`src/acpf_params.svh`:
```
// constants for the converter control block
`ifndef ACPF_PARAMS_SVH
`define ACPF_PARAMS_SVH
`define ACPF_RES_BITS      10
`define ACPF_CMP_BITS      8
`define ACPF_CHAN_BITS     3
`define ACPF_RATE_BITS     3
`define ACPF_SAMPLE_DIV    6
`define ACPF_FIRST_EXTRA   36
`define ACPF_SETTLE_NS     14000
`define ACPF_CLK_NS        100
`define ACPF_SETTLE_CYC    ((`ACPF_SETTLE_NS + `ACPF_CLK_NS - 1) / `ACPF_CLK_NS)
`define ACPF_RESULT_RST    10'h000
`endif

```
`src/acpf_pkg.sv`:
```
// types for the converter control block
package acpf_pkg;
	typedef enum logic [1:0] {
		ST_IDLE,
		ST_SAMPLE,
		ST_CONVERT
	} acpf_state_e;
endpackage : acpf_pkg

```
`src/acpf_sar.sv`:
```
// successive approximation core: one result bit per step
`timescale 1ns/1ps
`default_nettype none
`include "acpf_params.svh"
module acpf_sar #(
	parameter int W = `ACPF_RES_BITS
) (
	input  wire logic         clk_i,
	input  wire logic         rstn_i,
	input  wire logic         clear_i,
	input  wire logic         step_i,
	input  wire logic         comp_ge_i,
	output logic [W-1:0]      trial_o,
	output logic              done_o
);
	typedef struct packed {
		logic [W-1:0] sar;
		logic [W-1:0] bitm;
	} acpf_sar_s;
	acpf_sar_s s_q, s_d;
	always_comb begin
		s_d = s_q;
		if (clear_i) begin
			s_d.sar  = {1'b1, {(W-1){1'b0}}};
			s_d.bitm = {1'b1, {(W-1){1'b0}}};
		end else if (step_i && s_q.bitm != '0) begin
			// keep the trial bit only if the input is at or above the tap
			if (!comp_ge_i)
				s_d.sar = s_q.sar & ~s_q.bitm;
			s_d.bitm = s_q.bitm >> 1;
			s_d.sar  = s_d.sar | (s_q.bitm >> 1);
		end
	end
	always_ff @(posedge clk_i or negedge rstn_i) begin
		if (!rstn_i)
			s_q <= '0;
		else
			s_q <= s_d;
	end
	assign trial_o = s_q.sar;
	assign done_o  = (s_q.bitm == '0);
endmodule : acpf_sar
`default_nettype wire

```
`src/acpf_ctrl.sv`:
```
// converter control with power-fail compare
// Contract
// - latch result, compare top byte, gate interrupt
// - channel-change conversion takes rate time exactly
// - ten-bit result, 1/1024 full scale
// - standby stops the converter
// - result read wins over result write
// - mode/channel write suppresses result and interrupt
// - channel write keeps interrupt flag
// - sample about one sixth of time
// - conversion time includes sampling
// - mode 0 ge, mode 1 below threshold
// - register rewrite restarts current conversion
// - conversions repeat until start cleared
// - clearing start stops immediately
`timescale 1ns/1ps
`default_nettype none
`include "acpf_params.svh"
module acpf_ctrl #(
	parameter int RES   = `ACPF_RES_BITS,
	parameter int SETTLE = `ACPF_SETTLE_CYC
) (
	input  wire logic                       clk_i,
	input  wire logic                       rstn_i,
	input  wire logic                       converter_enable_bit_i,
	input  wire logic                       conversion_start_bit_i,
	input  wire logic [`ACPF_RATE_BITS-1:0] conversion_rate_field_i,
	input  wire logic [`ACPF_CHAN_BITS-1:0] channel_select_field_i,
	input  wire logic                       power_fail_enable_bit_i,
	input  wire logic                       compare_condition_bit_i,
	input  wire logic [`ACPF_CMP_BITS-1:0]  threshold_i,
	input  wire logic                       mode_wr_i,
	input  wire logic                       channel_wr_i,
	input  wire logic                       cmpmode_wr_i,
	input  wire logic                       threshold_wr_i,
	input  wire logic                       result_rd_i,
	input  wire logic                       irq_flag_clr_i,
	input  wire logic                       standby_i,
	input  wire logic                       comp_ge_i,
	output logic [RES-1:0]                  dac_code_o,
	output logic [`ACPF_CHAN_BITS-1:0]      mux_sel_o,
	output logic                            sample_o,
	output logic [RES-1:0]                  conversion_result_o,
	output logic                            conversion_end_irq_o,
	output logic                            conversion_irq_flag_o,
	output logic                            busy_o,
	output logic                            settled_o
);
	typedef struct packed {
		acpf_pkg::acpf_state_e  st;
		logic [9:0]             cnt;
		logic [9:0]             samp;
		logic [5:0]             step;
		logic                   first;
		logic [RES-1:0]         result;
		logic [RES-1:0]         held;
		logic                   pend;
		logic                   irq;
		logic                   flag;
		logic [14:0]            settle;
		logic                   settled;
		logic [`ACPF_CHAN_BITS-1:0] mux;
		logic                   sample;
		logic                   busy;
	} acpf_ctrl_s;
	acpf_ctrl_s s_q, s_d;

	logic [RES-1:0] trial;
	logic           sar_done;
	logic           sar_clear;
	logic           sar_step;
	logic [9:0]     conv_cyc;
	logic           reg_wr;
	logic           hit;
	logic           end_ev;

	// conversion time in clocks of the converter clock
	always_comb begin
		case (conversion_rate_field_i)
			3'h0:    conv_cyc = 10'd288;
			3'h1:    conv_cyc = 10'd240;
			3'h2:    conv_cyc = 10'd192;
			3'h4:    conv_cyc = 10'd144;
			3'h5:    conv_cyc = 10'd120;
			3'h6:    conv_cyc = 10'd96;
			default: conv_cyc = 10'd288;
		endcase
	end

	assign reg_wr = mode_wr_i | channel_wr_i | cmpmode_wr_i | threshold_wr_i;
	// compare on the upper byte of the fresh result
	assign hit = compare_condition_bit_i ?
		(trial[RES-1 -: `ACPF_CMP_BITS] < threshold_i) :
		(trial[RES-1 -: `ACPF_CMP_BITS] >= threshold_i);
	assign end_ev = (s_q.st == acpf_pkg::ST_CONVERT) && (s_q.cnt == 10'd1);

	acpf_sar #(.W(RES)) u_sar (
		.clk_i     (clk_i),
		.rstn_i    (rstn_i),
		.clear_i   (sar_clear),
		.step_i    (sar_step),
		.comp_ge_i (comp_ge_i),
		.trial_o   (trial),
		.done_o    (sar_done)
	);

	always_comb begin
		s_d       = s_q;
		sar_clear = 1'b0;
		sar_step  = 1'b0;
		s_d.irq   = 1'b0;
		s_d.mux   = channel_select_field_i;
		// settle counter only informs software; it does not gate start
		if (!converter_enable_bit_i)
			s_d.settle = '0;
		else if (s_q.settle != 15'(SETTLE))
			s_d.settle = s_q.settle + 15'd1;
		s_d.settled = (s_d.settle == 15'(SETTLE));
		// the core is cleared at the end, so a deferred write uses the copy;
		// a fresh end-of-conversion write further down still wins
		if (s_q.pend && !result_rd_i) begin
			s_d.pend   = 1'b0;
			s_d.result = s_q.held;
		end
		case (s_q.st)
			acpf_pkg::ST_IDLE: begin
				if (conversion_start_bit_i && !standby_i) begin
					s_d.st    = acpf_pkg::ST_SAMPLE;
					s_d.cnt   = conv_cyc + 10'(`ACPF_FIRST_EXTRA);
					s_d.samp  = conv_cyc / 10'(`ACPF_SAMPLE_DIV);
					s_d.first = 1'b1;
					sar_clear = 1'b1;
				end
			end
			acpf_pkg::ST_SAMPLE: begin
				s_d.cnt  = s_q.cnt - 10'd1;
				s_d.samp = s_q.samp - 10'd1;
				if (s_q.samp == 10'd1) begin
					s_d.st   = acpf_pkg::ST_CONVERT;
					s_d.step = 6'((s_d.cnt) / 10'(RES));
				end
			end
			acpf_pkg::ST_CONVERT: begin
				s_d.cnt = s_q.cnt - 10'd1;
				if (!sar_done && s_q.step != 6'd0 &&
				    s_q.cnt % 10'(s_q.step) == 10'd0)
					sar_step = 1'b1;
				if (end_ev) begin
					if (!mode_wr_i && !channel_wr_i) begin
						if (result_rd_i) begin
							s_d.pend = 1'b1;
							s_d.held = trial;
						end else
							s_d.result = trial;
						if (!power_fail_enable_bit_i || hit)
							s_d.irq = 1'b1;
					end
					s_d.st    = acpf_pkg::ST_SAMPLE;
					s_d.cnt   = conv_cyc;
					s_d.samp  = conv_cyc / 10'(`ACPF_SAMPLE_DIV);
					s_d.first = 1'b0;
					sar_clear = 1'b1;
				end
			end
			default: s_d.st = acpf_pkg::ST_IDLE;
		endcase
		// a rewrite restarts the conversion in progress
		if (s_q.st != acpf_pkg::ST_IDLE && reg_wr) begin
			s_d.st   = acpf_pkg::ST_SAMPLE;
			s_d.cnt  = conv_cyc;
			s_d.samp = conv_cyc / 10'(`ACPF_SAMPLE_DIV);
			sar_clear = 1'b1;
		end
		if (!conversion_start_bit_i || standby_i) begin
			s_d.st  = acpf_pkg::ST_IDLE;
			s_d.irq = 1'b0;
		end
		// set beats clear; channel writes never touch the flag
		if (irq_flag_clr_i)
			s_d.flag = 1'b0;
		if (s_d.irq)
			s_d.flag = 1'b1;
		s_d.sample = (s_d.st == acpf_pkg::ST_SAMPLE);
		s_d.busy   = (s_d.st != acpf_pkg::ST_IDLE);
	end

	always_ff @(posedge clk_i or negedge rstn_i) begin
		if (!rstn_i) begin
			s_q        <= '0;
			s_q.st     <= acpf_pkg::ST_IDLE;
			s_q.result <= `ACPF_RESULT_RST;
		end else
			s_q <= s_d;
	end

	assign dac_code_o            = trial;
	assign mux_sel_o             = s_q.mux;
	assign sample_o              = s_q.sample;
	assign conversion_result_o   = s_q.result;
	assign conversion_end_irq_o  = s_q.irq;
	assign conversion_irq_flag_o = s_q.flag;
	assign busy_o                = s_q.busy;
	assign settled_o             = s_q.settled;

	chk_irq_sets_flag: assert property (@(posedge clk_i) disable iff (!rstn_i)
		conversion_end_irq_o |-> conversion_irq_flag_o)
		else $error("irq without flag");
	chk_flag_sticky: assert property (@(posedge clk_i) disable iff (!rstn_i)
		conversion_irq_flag_o && !irq_flag_clr_i |=> conversion_irq_flag_o)
		else $error("flag dropped without clear");
	chk_stop_now: assert property (@(posedge clk_i) disable iff (!rstn_i)
		!conversion_start_bit_i |=> !busy_o)
		else $error("still busy after stop");
	chk_standby_stop: assert property (@(posedge clk_i) disable iff (!rstn_i)
		standby_i |=> !busy_o && !conversion_end_irq_o)
		else $error("running in standby");
	chk_wr_suppress: assert property (@(posedge clk_i) disable iff (!rstn_i)
		end_ev && channel_wr_i |=> !conversion_end_irq_o)
		else $error("irq despite channel write");
	chk_pf_gate: assert property (@(posedge clk_i) disable iff (!rstn_i)
		end_ev && !reg_wr && conversion_start_bit_i && !standby_i
		&& power_fail_enable_bit_i && !hit |=> !conversion_end_irq_o)
		else $error("irq without compare hit");
	chk_repeat: assert property (@(posedge clk_i) disable iff (!rstn_i)
		end_ev && conversion_start_bit_i && !standby_i |=> sample_o)
		else $error("no next conversion");
	chk_rd_first: assert property (@(posedge clk_i) disable iff (!rstn_i)
		end_ev && result_rd_i && !mode_wr_i && !channel_wr_i
		|=> $stable(conversion_result_o))
		else $error("result changed during read");
	chk_rd_lands: assert property (@(posedge clk_i) disable iff (!rstn_i)
		end_ev && result_rd_i && !mode_wr_i && !channel_wr_i ##1 !result_rd_i
		|=> conversion_result_o == $past(trial, 2))
		else $error("held result not written");
	chk_rewrite: assert property (@(posedge clk_i) disable iff (!rstn_i)
		busy_o && threshold_wr_i && conversion_start_bit_i && !standby_i
		|=> sample_o)
		else $error("rewrite did not restart");
endmodule : acpf_ctrl
`default_nettype wire

```
`config.mk`:
```
export PLATFORM = sky130hd
export DESIGN_NAME = acpf_ctrl
export DESIGN_NICKNAME = d
export VERILOG_FILES = /design/src/acpf_pkg.sv /design/src/acpf_sar.sv /design/src/acpf_ctrl.sv
export VERILOG_INCLUDE_DIRS = /design/src
export SDC_FILE = /design/constraint.sdc
export NUM_CORES = 1
export LEC_CHECK = 0
export BUFFER_PORTS_ARGS = -buffer_cell sky130_fd_sc_hd__clkbuf_2
export CAP_MARGIN = 0
export CORE_MARGIN = 3
export CORE_UTILIZATION = 35
export CTS_CLUSTER_DIAMETER = 50
export DETAILED_ROUTE_END_ITERATION = 16
export PLACE_DENSITY_LB_ADDON = 0.05
export RECOVER_POWER = 100
export SLEW_MARGIN = 20
export SYNTH_ARGS = -nofsm -noshare
export SYNTH_HDL_FRONTEND = slang
export SYNTH_SLANG_ARGS = --single-unit
export TNS_END_PERCENT = 5
```
`constraint.sdc`:
```
create_clock -name clk_i -period 17.5 [get_ports clk_i]
set_input_delay 2.625 -clock clk_i [delete_from_list [all_inputs] [get_ports clk_i]]
set_output_delay 2.625 -clock clk_i [all_outputs]
set_load 0.02 [all_outputs]
```
==> out/metrics.cfg, run 1 <==
[logic_synthesis]
synth_ff_type = dfrtp_1
yosysWarningCount = 0
yosys.cell_types.count = 84
ys_ff_latch = 92
synth_edf_count = 0
synth_fp_nets = 1165
synthCells = 1064
syn_area_mm2 = 0.00878
async_flop_share_pct = 100
syn-mean-instance-area_um2 = 8.25
seq_area_frac_synth_pct = 26.2

[grt]
antenna_found_initial = 0
gr-total-overflow = 0
grt_pass1_wl_um = 38400
grt_max_degree = 52
grtUsageTotal_pct = 17.5
grt_pass1_vias = 7252

[route]
vias_per_cell = 5.51
drt_iter0_drc = 576
wl_per_cell_um = 16.8
dr.pass1.iters = 5
postRouteAntennaNets = 0
via_count = 7804
drc = 0
drt_wl_total_um = 23800

[critical_path]
worstPathMaxFanout = 12
critical_path_buf_inv_count = 2
startpoint_type = flip-flop
path_common_cell = ha_1
crit_type = reg -> reg
endpoint_kind = flip-flop
worst-r2r-setup-slack_ps = 1050
arrival_ps = 16690
cp.required_ps = 17740
cpPeakStageDelay_ps = 620
cpMaxStageDelayCell = or4_4
crit_family = compound AO/OA/AOI/OAI gates

[timing]
tns_ps = 0
setup_viol = 0
finalMaxSlewViolations = 119
period_share_pct = 94.0
period_needed_ps = 16450
rsz0062_at_grt = no
max_slew_margin_pct = -84.1
hold_violations = 0
timing.fmax_mhz = 60.8
skew_ps = 8.71
tightest_slew_ps = 2760

[cells_and_area]
diodes = 0
finish.net_count = 1188
fillerInstances = 2512
synthToLayoutAreaGrowth_pct = 9.08
drive_gt1_share_pct = 10.2

[placed_design]
gp_congestion = 0.827
post-dp-hpwl_um = 18200
port_buffers = 55

[die]
die_y_um = 164
row_count = 57
die_w_um = 164
start_util_pct = 35.9
io_pins = 56
die-area_mm2 = 0.0270
core_area_mm2 = 0.0245

[cts]
cts_buffer_depth = 2
htreeDepth = 3
cts.sinks = 92
tritoncts = done
holdBufCountCts = 0
clkSlewWorstSetupHoldPaths_ps = 70
numCtsBuffers = 9
clk_latency_ps = 350
cts-root-buf = clkbuf_16

[outcome]
violations = max-capacitance violations, max-slew violations
status = complete, but fails checks

[worst_hold_path]
hold_path_class = reg -> reg

[job]
maxCapViolations = 4

[registers in the layout, summed over array words and instances (netlist names)]
register and flops:
conversion_result_o 10, conversion_end_irq_o 1, conversion_irq_flag_o 1, busy_o 1, mux_sel_o 3, s_q 54, sample_o 1, u_sar.s_q 10
u_sar.trial_o 10, settled_o 1
[cell type report]
cell class	count	area, µm²	area share (%)
clock buffer	10	239	2.50
clock inverter	6	78.8	0.823
inverter	57	214	2.24
multi-input combinational	855	5970	62.4
sequential	92	2300	24.0
tap	324	405	4.23
timing repair buffer	72	359	3.75
[path summary, 6_finish.rpt]
kind	start	endpoint	depth (start not counted)
max reg2reg	s_q[50]	u_sar.s_q[6]	67
min in group asynchronous	rstn_i	mux_sel_o[0]	1
min reg2reg	s_q[26]	s_q[26]	2
max in group asynchronous	rstn_i	s_q[6]	2
min	s_q[26]	s_q[26]	2
max	s_q[50]	u_sar.s_q[6]	67
[layout by cell type (no fill, tap or decap), types with 6 or more instances in the layout]
cell type	synthesis	layout
clkbuf_1	27	33
a31oi_1	21	19
nor4_1	12	11
and2_0	0	6
a21o_1	18	18
clkbuf_16	0	9
a21boi_0	12	11
a22o_1	15	15
a211oi_1	7	7
a22oi_1	9	9
inv_1	57	57
o211ai_1	14	14
nand2b_1	15	15
or3_1	9	9
nor2b_1	14	14
mux2_2	18	18
a21oi_1	50	49
xor2_1	18	18
xnor2_1	32	32
o31ai_1	11	10
and3_1	7	7
o22ai_1	6	6
nand3_1	36	36
nor2_1	83	83
o21ai_0	73	69
and2_1	13	7
mux2i_1	30	29
nor3_1	33	33
buf_4	24	16
nand2_1	92	92
o21ai_1	6	9
nand4_1	12	12
clkbuf_2	1	23
ha_1	72	72
o21a_1	18	17
or2_2	10	9
dfrtp_1	92	92
[kinds of logic (layout without fill, tap and decap cells)]
logic type | after synthesis | count (layout) | synth area share (%)
multiplexers | 48 | 48 | 5.73
XOR/XNOR | 50 | 50 | 4.99
adder cells (fa/ha/maj) | 75 | 75 | 10.7
AO/OA/AOI/OAI | 319 | 319 | 25.0
flip-flops | 92 | 92 | 26.2
buffers and inverters | 117 | 145 | 6.43
AND/OR/NAND/NOR | 363 | 363 | 20.9
[worst reg2reg max path, delay by kind of cell (launching register included)]
family | cells | cell delay (ps)
mux | 2 | 710
flops | 1 | 490
fa+ha+maj | 9 | 2790
compound gates | 33 | 6760
simple gates | 21 | 5200
buf+inv | 2 | 390
[what timing repair did]
item,CTS,global route
setup buffers,0,5
endpoints found under the setup margin,0,20
resized for setup,0,20
[through the flow]
step                      cells  hold WS, ps  utilization (%)  worst slack [ps]  instance area [µm²]
after CTS                  1411          490             38.9              54.8                 9520
after global placement     1395          467             37.6               496                 9200
final                      1416          484             39.1              1050                 9570
after global routing       1416          519             39.1              6.95                 9570
after detailed placement   1395          469             37.6               194                 9200
after floorplan            1064          442                -              1380                 8780
[per-layer routing]
metal  track usage (%)  routed length [µm]  vias up  part of all wire [%]
li1                  -                   -     3965                     -
met1              25.5               12200     3663                    51
met2              27.2               10400      153                    44
met3              3.10                 900       23                   3.8
met4              3.34                 274        0                   1.2
met5                 0                   0        -                     0
[synth_stat cells, drive strengths merged, types with 12 or more instances]
cell type	n	share of area [%]
inv	57	2.4
buf	32	2.8
a31oi	21	1.5
xor2	18	1.8
o21a	18	1.5
and2	14	1.0
ha	72	10
mux2	18	2.3
dfrtp	92	26
nor2	83	3.6
nand4	12	0.86
a21oi	50	2.9
nor4	13	1.1
xnor2	32	3.2
nand2b	15	1.1
a21boi	12	1.0
nor3	33	1.9
clkbuf	28	1.2
o21ai	80	4.6
mux2i	30	3.4
nand2	92	3.9
a22o	15	1.5
o211ai	16	1.6
nand3	36	2.1
nor2b	14	1.0
a21o	18	1.5
Power of run 1 is left out: the tool's default activity adds up to more than one toggle a clock period on the data nets, which glitch-free logic cannot reach.
==> run 2: changes to the inputs <==
--- a/config.mk
+++ b/config.mk
@@ -10,12 +10,12 @@
 export CAP_MARGIN = 0
 export CORE_MARGIN = 3
 export CORE_UTILIZATION = 35
-export CTS_CLUSTER_DIAMETER = 50
 export DETAILED_ROUTE_END_ITERATION = 16
 export PLACE_DENSITY_LB_ADDON = 0.05
 export RECOVER_POWER = 100
 export SLEW_MARGIN = 20
 export SYNTH_ARGS = -nofsm -noshare
 export SYNTH_HDL_FRONTEND = slang
+export SYNTH_HIERARCHICAL = 1
 export SYNTH_SLANG_ARGS = --single-unit
 export TNS_END_PERCENT = 5
==> constraint.sdc (replaced) <==
create_clock -name clk_i -period 17.5 [get_ports clk_i]
set_input_delay 3.5 -clock clk_i [delete_from_list [all_inputs] [get_ports clk_i]]
set_output_delay 3.5 -clock clk_i [all_outputs]
set_load 0.02 [all_outputs]
==> out/metrics.cfg, run 2 <==
[grt]
grtUsageTotal_pct = 17.3  ; -0.26 points
antenna_found_initial = 0  ; unchanged
grt_max_degree = 67  ; +29%
grt_pass1_vias = 7622  ; +5.1%
grt_pass1_wl_um = 38700  ; +0.81%
gr-total-overflow = 0  ; unchanged

[logic_synthesis]
yosys.cell_types.count = 91  ; +8.3%
synth_top_area_cell = dfrtp_1
synthTopCellsByCount = nand2_1, dfrtp_1, o21ai_0
netlist.area_leader.share_pct = 25.8  ; -0.39 points
synth_ff_type = dfrtp_1
syn_area_mm2 = 0.00891  ; +1.5%
async_flop_share_pct = 100  ; unchanged
ys_ff_latch = 92  ; unchanged
synth_fp_nets = 1216  ; +4.4%
yosys.cell_count.top_type = nand2_1
synth_edf_count = 0  ; unchanged
yosysWarningCount = 6  ; +6
seq_area_frac_synth_pct = 25.8  ; -0.39 points
synthCells = 1115  ; +4.8%
synthTopCellsByArea = dfrtp_1, ha_1, o21ai_0
syn-mean-instance-area_um2 = 7.99  ; -3.1%

[die]
io_pins = 56  ; unchanged
die_w_um = 166  ; +0.73%
row_count = 57  ; unchanged
start_util_pct = 36.1  ; +0.23 points
die_y_um = 166  ; +0.73%
core_area_mm2 = 0.0247  ; +0.87%
die-area_mm2 = 0.0274  ; +1.5%

[timing]
period_share_pct = 94.1  ; about the same
finalMaxSlewViolations = 67  ; -44%
period_needed_ps = 16460  ; +9.99 ps
max_slew_margin_pct = -142  ; -58 points
skew_ps = 8.85  ; +0.148 ps
tightest_slew_ps = 3630  ; +870 ps
hold_violations = 0  ; unchanged
timing.fmax_mhz = 60.7  ; about the same
setup_viol = 0  ; unchanged
hold-worst-slack_ps = 493  ; +9.39 ps
tns_ps = 0  ; unchanged

[cts]
clk_latency_ps = 350  ; about the same
cts_buffer_depth = 2  ; unchanged
cts-root-buf = clkbuf_16
numCtsBuffers = 9  ; unchanged
tritoncts = done
clkSlewWorstSetupHoldPaths_ps = 70  ; about the same
cts.sinks = 92  ; unchanged
htreeDepth = 3  ; unchanged

[placed_design]
placed_cells = 1437  ; +3.0%
gp_congestion = 0.827  ; about the same
post-dp-hpwl_um = 17600  ; -3.4%
port_buffers = 55  ; unchanged

[route]
via_count = 8020  ; +2.8%
drt_iter0_drc = 428  ; -26%
drt_wl_total_um = 23500  ; -1.2%
wl_per_cell_um = 16.0  ; -4.9%
dr.pass1.iters = 5  ; unchanged
postRouteAntennaNets = 0  ; unchanged
vias_per_cell = 5.45  ; -1.1%
drc = 0  ; unchanged

[cells_and_area]
layout_common_cells = nand2_1, dfrtp_1, o21ai_0
fillerInstances = 2614  ; +4.1%
finish.net_count = 1243  ; +4.6%
multi_input_area_mm2 = 0.00612  ; +2.4%
fin_util_pct = 39.7  ; +0.55 points
layout_commonest_cell = nand2_1
diodes = 0  ; unchanged
largest_register_ff_count = 54  ; unchanged
synthToLayoutAreaGrowth_pct = 9.93
top_register = s_q
regArea_mm2 = 0.00230  ; unchanged
drive_gt1_share_pct = 11.0  ; +0.82 points
final_cells = 1471  ; +3.9%

[critical_path]
worst-r2r-setup-slack_ps = 1040  ; about the same
cp.required_ps = 17740  ; about the same
crit_type = reg -> reg
rr_worst_depth = 73  ; +9.0%
endpoint_kind = flip-flop
cpPeakStageDelay_ps = 670  ; +50 ps
startpoint_type = flip-flop
endpoint = u_sar/s_q[2]
r2r-start = s_q[50]
crit_start = s_q[50]
path_common_cell = ha_1
worstPathMaxFanout = 11  ; -1
r2r-end = u_sar/s_q[2]
arrival_ps = 16700  ; about the same
cpMaxStageDelayCell = or4b_2

[job]
maxCapViolations = 1  ; -3

[outcome]
status = complete, but fails checks
violations = max-capacitance violations, max-slew violations

[worst_hold_path]
hold_path_class = reg -> reg

run 2: changes by cell type after synthesis, moves of 7 or more:
| cell | delta |
|---|---|
| a21oi_1 | +33 |
| o21ai_0 | +13 |
| a22o_1 | -12 |
| clkbuf_1 | +9 |
| nand2_1 | +9 |
| a22oi_1 | -8 |
| a31oi_1 | -8 |
| nor2b_1 | +8 |
| or3_1 | +8 |
| xnor2_1 | -7 |
run 2: worst min path at each step:
stage | cells past startpoint | endpoint | start | slack, ps
2_1_floorplan | 2 | s_q[26] | s_q[26] | 450
3_3_place_gp | 1 | conversion_irq_flag_o | conversion_irq_flag_o | 470
3_5_place_dp | 1 | s_q[23] | s_q[23] | 480
4_1_cts | 1 | s_q[23] | s_q[23] | 500
5_1_grt | 1 | conversion_irq_flag_o | conversion_irq_flag_o | 520
6_report | 1 | s_q[23] | s_q[23] | 490
run 2: cell families (layout without fill, tap and decap cells):
family          count (synthesis)  count (layout)  synth area share [%]
compound gates                328             328                  24.5
mux                            45              45                  5.32
buf+inv                       125             157                  6.42
flops                          92              92                  25.8
fa+ha+maj                      73              73                  10.3
xor+xnor                       43              43                  4.23
simple gates                  409             409                  23.4
run 2: layer usage:
layer | global-route usage (%) | part of all wire [%] | up-vias
met5 | 0 | 0 | -
met4 | 3.93 | 1.3 | 0
met3 | 1.90 | 2.1 | 17
met2 | 27.8 | 46 | 89
met1 | 24.8 | 50 | 3798
li1 | - | - | 4116
run 2: what timing repair did:
| action | 4_1_cts | 5_1_grt |
|---|---|---|
| buffers inserted | 0 | 18 |
| gates resized for setup | 0 | 21 |
| hold buffers | 0 | 0 |
| endpoints found under the setup margin | 0 | 20 |
run 2: area by class of cell:
| class | instances | area share [%] |
|---|---|---|
| flip-flops and latches | 92 | 23.5 |
| well taps | 324 | 4.14 |
| repair buffers | 82 | 4.40 |
| clock inverters | 6 | 0.779 |
| multi-input cells | 898 | 62.5 |
| inverters | 59 | 2.26 |
| clock buffers | 10 | 2.44 |
run 2: stage by stage:
step | setup WS (ps) | instance area (µm²)
3_3_place_gp | 530 | 9310
5_1_grt | -251 | 9790
4_1_cts | 95.5 | 9630
3_5_place_dp | 171 | 9310
6_report | 1040 | 9790
2_1_floorplan | 1160 | 8910
run 2: critical path, delay by kind of cell, from the launching register on:
family / cells / cell delay (ps)
DFF: 1 / 440
muxes: 4 / 1380
AOI/OAI and AO/OA: 30 / 5270
buffers and inverters: 6 / 1030
adders and majority gates: 9 / 2660
and+or+nand+nor: 24 / 5580
Power of run 2 is left out for the same reason.
==> run 3: changes to the inputs <==
--- a/config.mk
+++ b/config.mk
@@ -11,7 +11,6 @@
 export CORE_MARGIN = 3
 export CORE_UTILIZATION = 35
 export DETAILED_ROUTE_END_ITERATION = 16
-export PLACE_DENSITY_LB_ADDON = 0.05
 export RECOVER_POWER = 100
 export SLEW_MARGIN = 20
 export SYNTH_ARGS = -nofsm -noshare
==> out/metrics.cfg, run 3 (synthesis gave the netlist of run 2 again) <==
[outcome]
status = complete, but fails checks
violations = max-capacitance violations, max-slew violations

[cts]
tritoncts = done
clkSlewWorstSetupHoldPaths_ps = 70  ; about the same
cts-root-buf = clkbuf_16
numCtsBuffers = 9  ; unchanged
cts.sinks = 92  ; unchanged
clk_latency_ps = 350  ; about the same
htreeDepth = 3  ; unchanged
cts_buffer_depth = 2  ; unchanged

[route]
postRouteAntennaNets = 0  ; unchanged
drt_iter0_drc = 601  ; +40%
vias_per_cell = 5.55  ; +1.8%
wl_per_cell_um = 15.2  ; -4.9%
dr.pass1.iters = 5  ; unchanged
drt_wl_total_um = 22300  ; -5.0%
via_count = 8161  ; +1.8%
drc = 0  ; unchanged

[critical_path]
crit_type = reg -> reg
cp.required_ps = 17740  ; about the same
cpMaxStageDelayCell = or4b_2
endpoint_kind = flip-flop
worstPathMaxFanout = 13  ; +2
arrival_ps = 16590  ; -110 ps
crit_start = s_q[50]
startpoint_type = flip-flop
cpPeakStageDelay_ps = 670  ; about the same
worst-r2r-setup-slack_ps = 1140  ; +100 ps
r2r-start = s_q[50]
path_common_cell = ha_1

[grt]
grt_pass1_wl_um = 37200  ; -3.7%
gr-total-overflow = 0  ; unchanged
antenna_found_initial = 0  ; unchanged
grtUsageTotal_pct = 16.2  ; -1.0 points
grt_pass1_vias = 7632  ; +0.13%
grt_max_degree = 72  ; +7.5%

[placed_design]
post-dp-hpwl_um = 16400  ; -6.4%
gp_congestion = 0.881  ; +6.5%
port_buffers = 55  ; unchanged

[die]
die-area_mm2 = 0.0274  ; unchanged
row_count = 57  ; unchanged
core_area_mm2 = 0.0247  ; unchanged
start_util_pct = 36.1  ; unchanged
io_pins = 56  ; unchanged
die_y_um = 166  ; unchanged
die_w_um = 166  ; unchanged

[timing]
tightest_slew_ps = 3790  ; +159 ps
period_needed_ps = 16360  ; -103 ps
max_slew_margin_pct = -153  ; -11 points
finalMaxSlewViolations = 72  ; +7.5%
timing.fmax_mhz = 61.1  ; +0.63%
period_share_pct = 93.5  ; -0.59 points
setup_viol = 0  ; unchanged
hold_violations = 0  ; unchanged
skew_ps = 11.6  ; +2.76 ps

[cells_and_area]
largest_register_ff_count = 54  ; unchanged
top_register = s_q
drive_gt1_share_pct = 11.0  ; about the same
diodes = 0  ; unchanged
layout_common_cells = nand2_1, dfrtp_1, o21ai_0
synthToLayoutAreaGrowth_pct = 9.93  ; unchanged
fin_util_pct = 39.7  ; unchanged
layout_commonest_cell = nand2_1
finish.net_count = 1242  ; -0.080%

[job]
maxCapViolations = 1  ; unchanged

[worst_hold_path]
hold_path_class = reg -> reg
hold_start = conversion_irq_flag_o

## run 3: layout make-up
class	instances	area, µm²
clock inverter	6	71.3
timing repair buffer	81	427
inverter	59	225
tap	324	405
fill	2577	14900
sequential	92	2300
multi-input combinational	898	6120
clock buffer	10	239
## run 3: per-stage QoR
step	cells	instance area, µm²	setup WS, ps	hold WS, ps	setup TNS (ps)
2_1_floorplan	1115	8910	1160	449	0
3_3_place_gp	1436	9310	660	465	0
3_5_place_dp	1436	9310	89.7	478	0
4_1_cts	1452	9620	36.9	497	0
5_1_grt	1470	9790	-192	515	-2210
6_report	1470	9790	1140	487	0
## run 3: what timing repair did
item,in CTS,in global routing
buffers inserted,0,17
gates resized for setup,0,25
setup endpoints to repair,0,20
hold buffers,0,0
## run 3: metal layers
layer | part of all wire, % | up-vias | track usage [%] | wire, µm
met4 | 0.75 | 0 | 2.53 | 167
li1 | - | 4125 | - | -
met5 | 0 | - | 0 | 0
met3 | 3.1 | 13 | 2.07 | 693
met1 | 49 | 3882 | 23.6 | 11000
met2 | 47 | 141 | 26.3 | 10500
## run 3: final timing paths
kind | endpoint | depth (start not counted)
setup reg to reg | u_sar/trial_o[1] | 74
hold reg to reg | conversion_irq_flag_o | 1
setup / recovery | u_sar/trial_o[1] | 74
min in group asynchronous | conversion_result_o[6] | 1
max in group asynchronous | s_q[47] | 2
hold / removal | conversion_irq_flag_o | 1
## run 3: critical path: cells and delay by family (launching register included)
family,cells,cell delay [ps]
buffers and inverters,5,790
and+or+nand+nor,26,5710
DFF,1,440
muxes,3,1010
adders and majority gates,9,2750
AOI/OAI and AO/OA,31,5550
Power of run 3 is left out for the same reason.
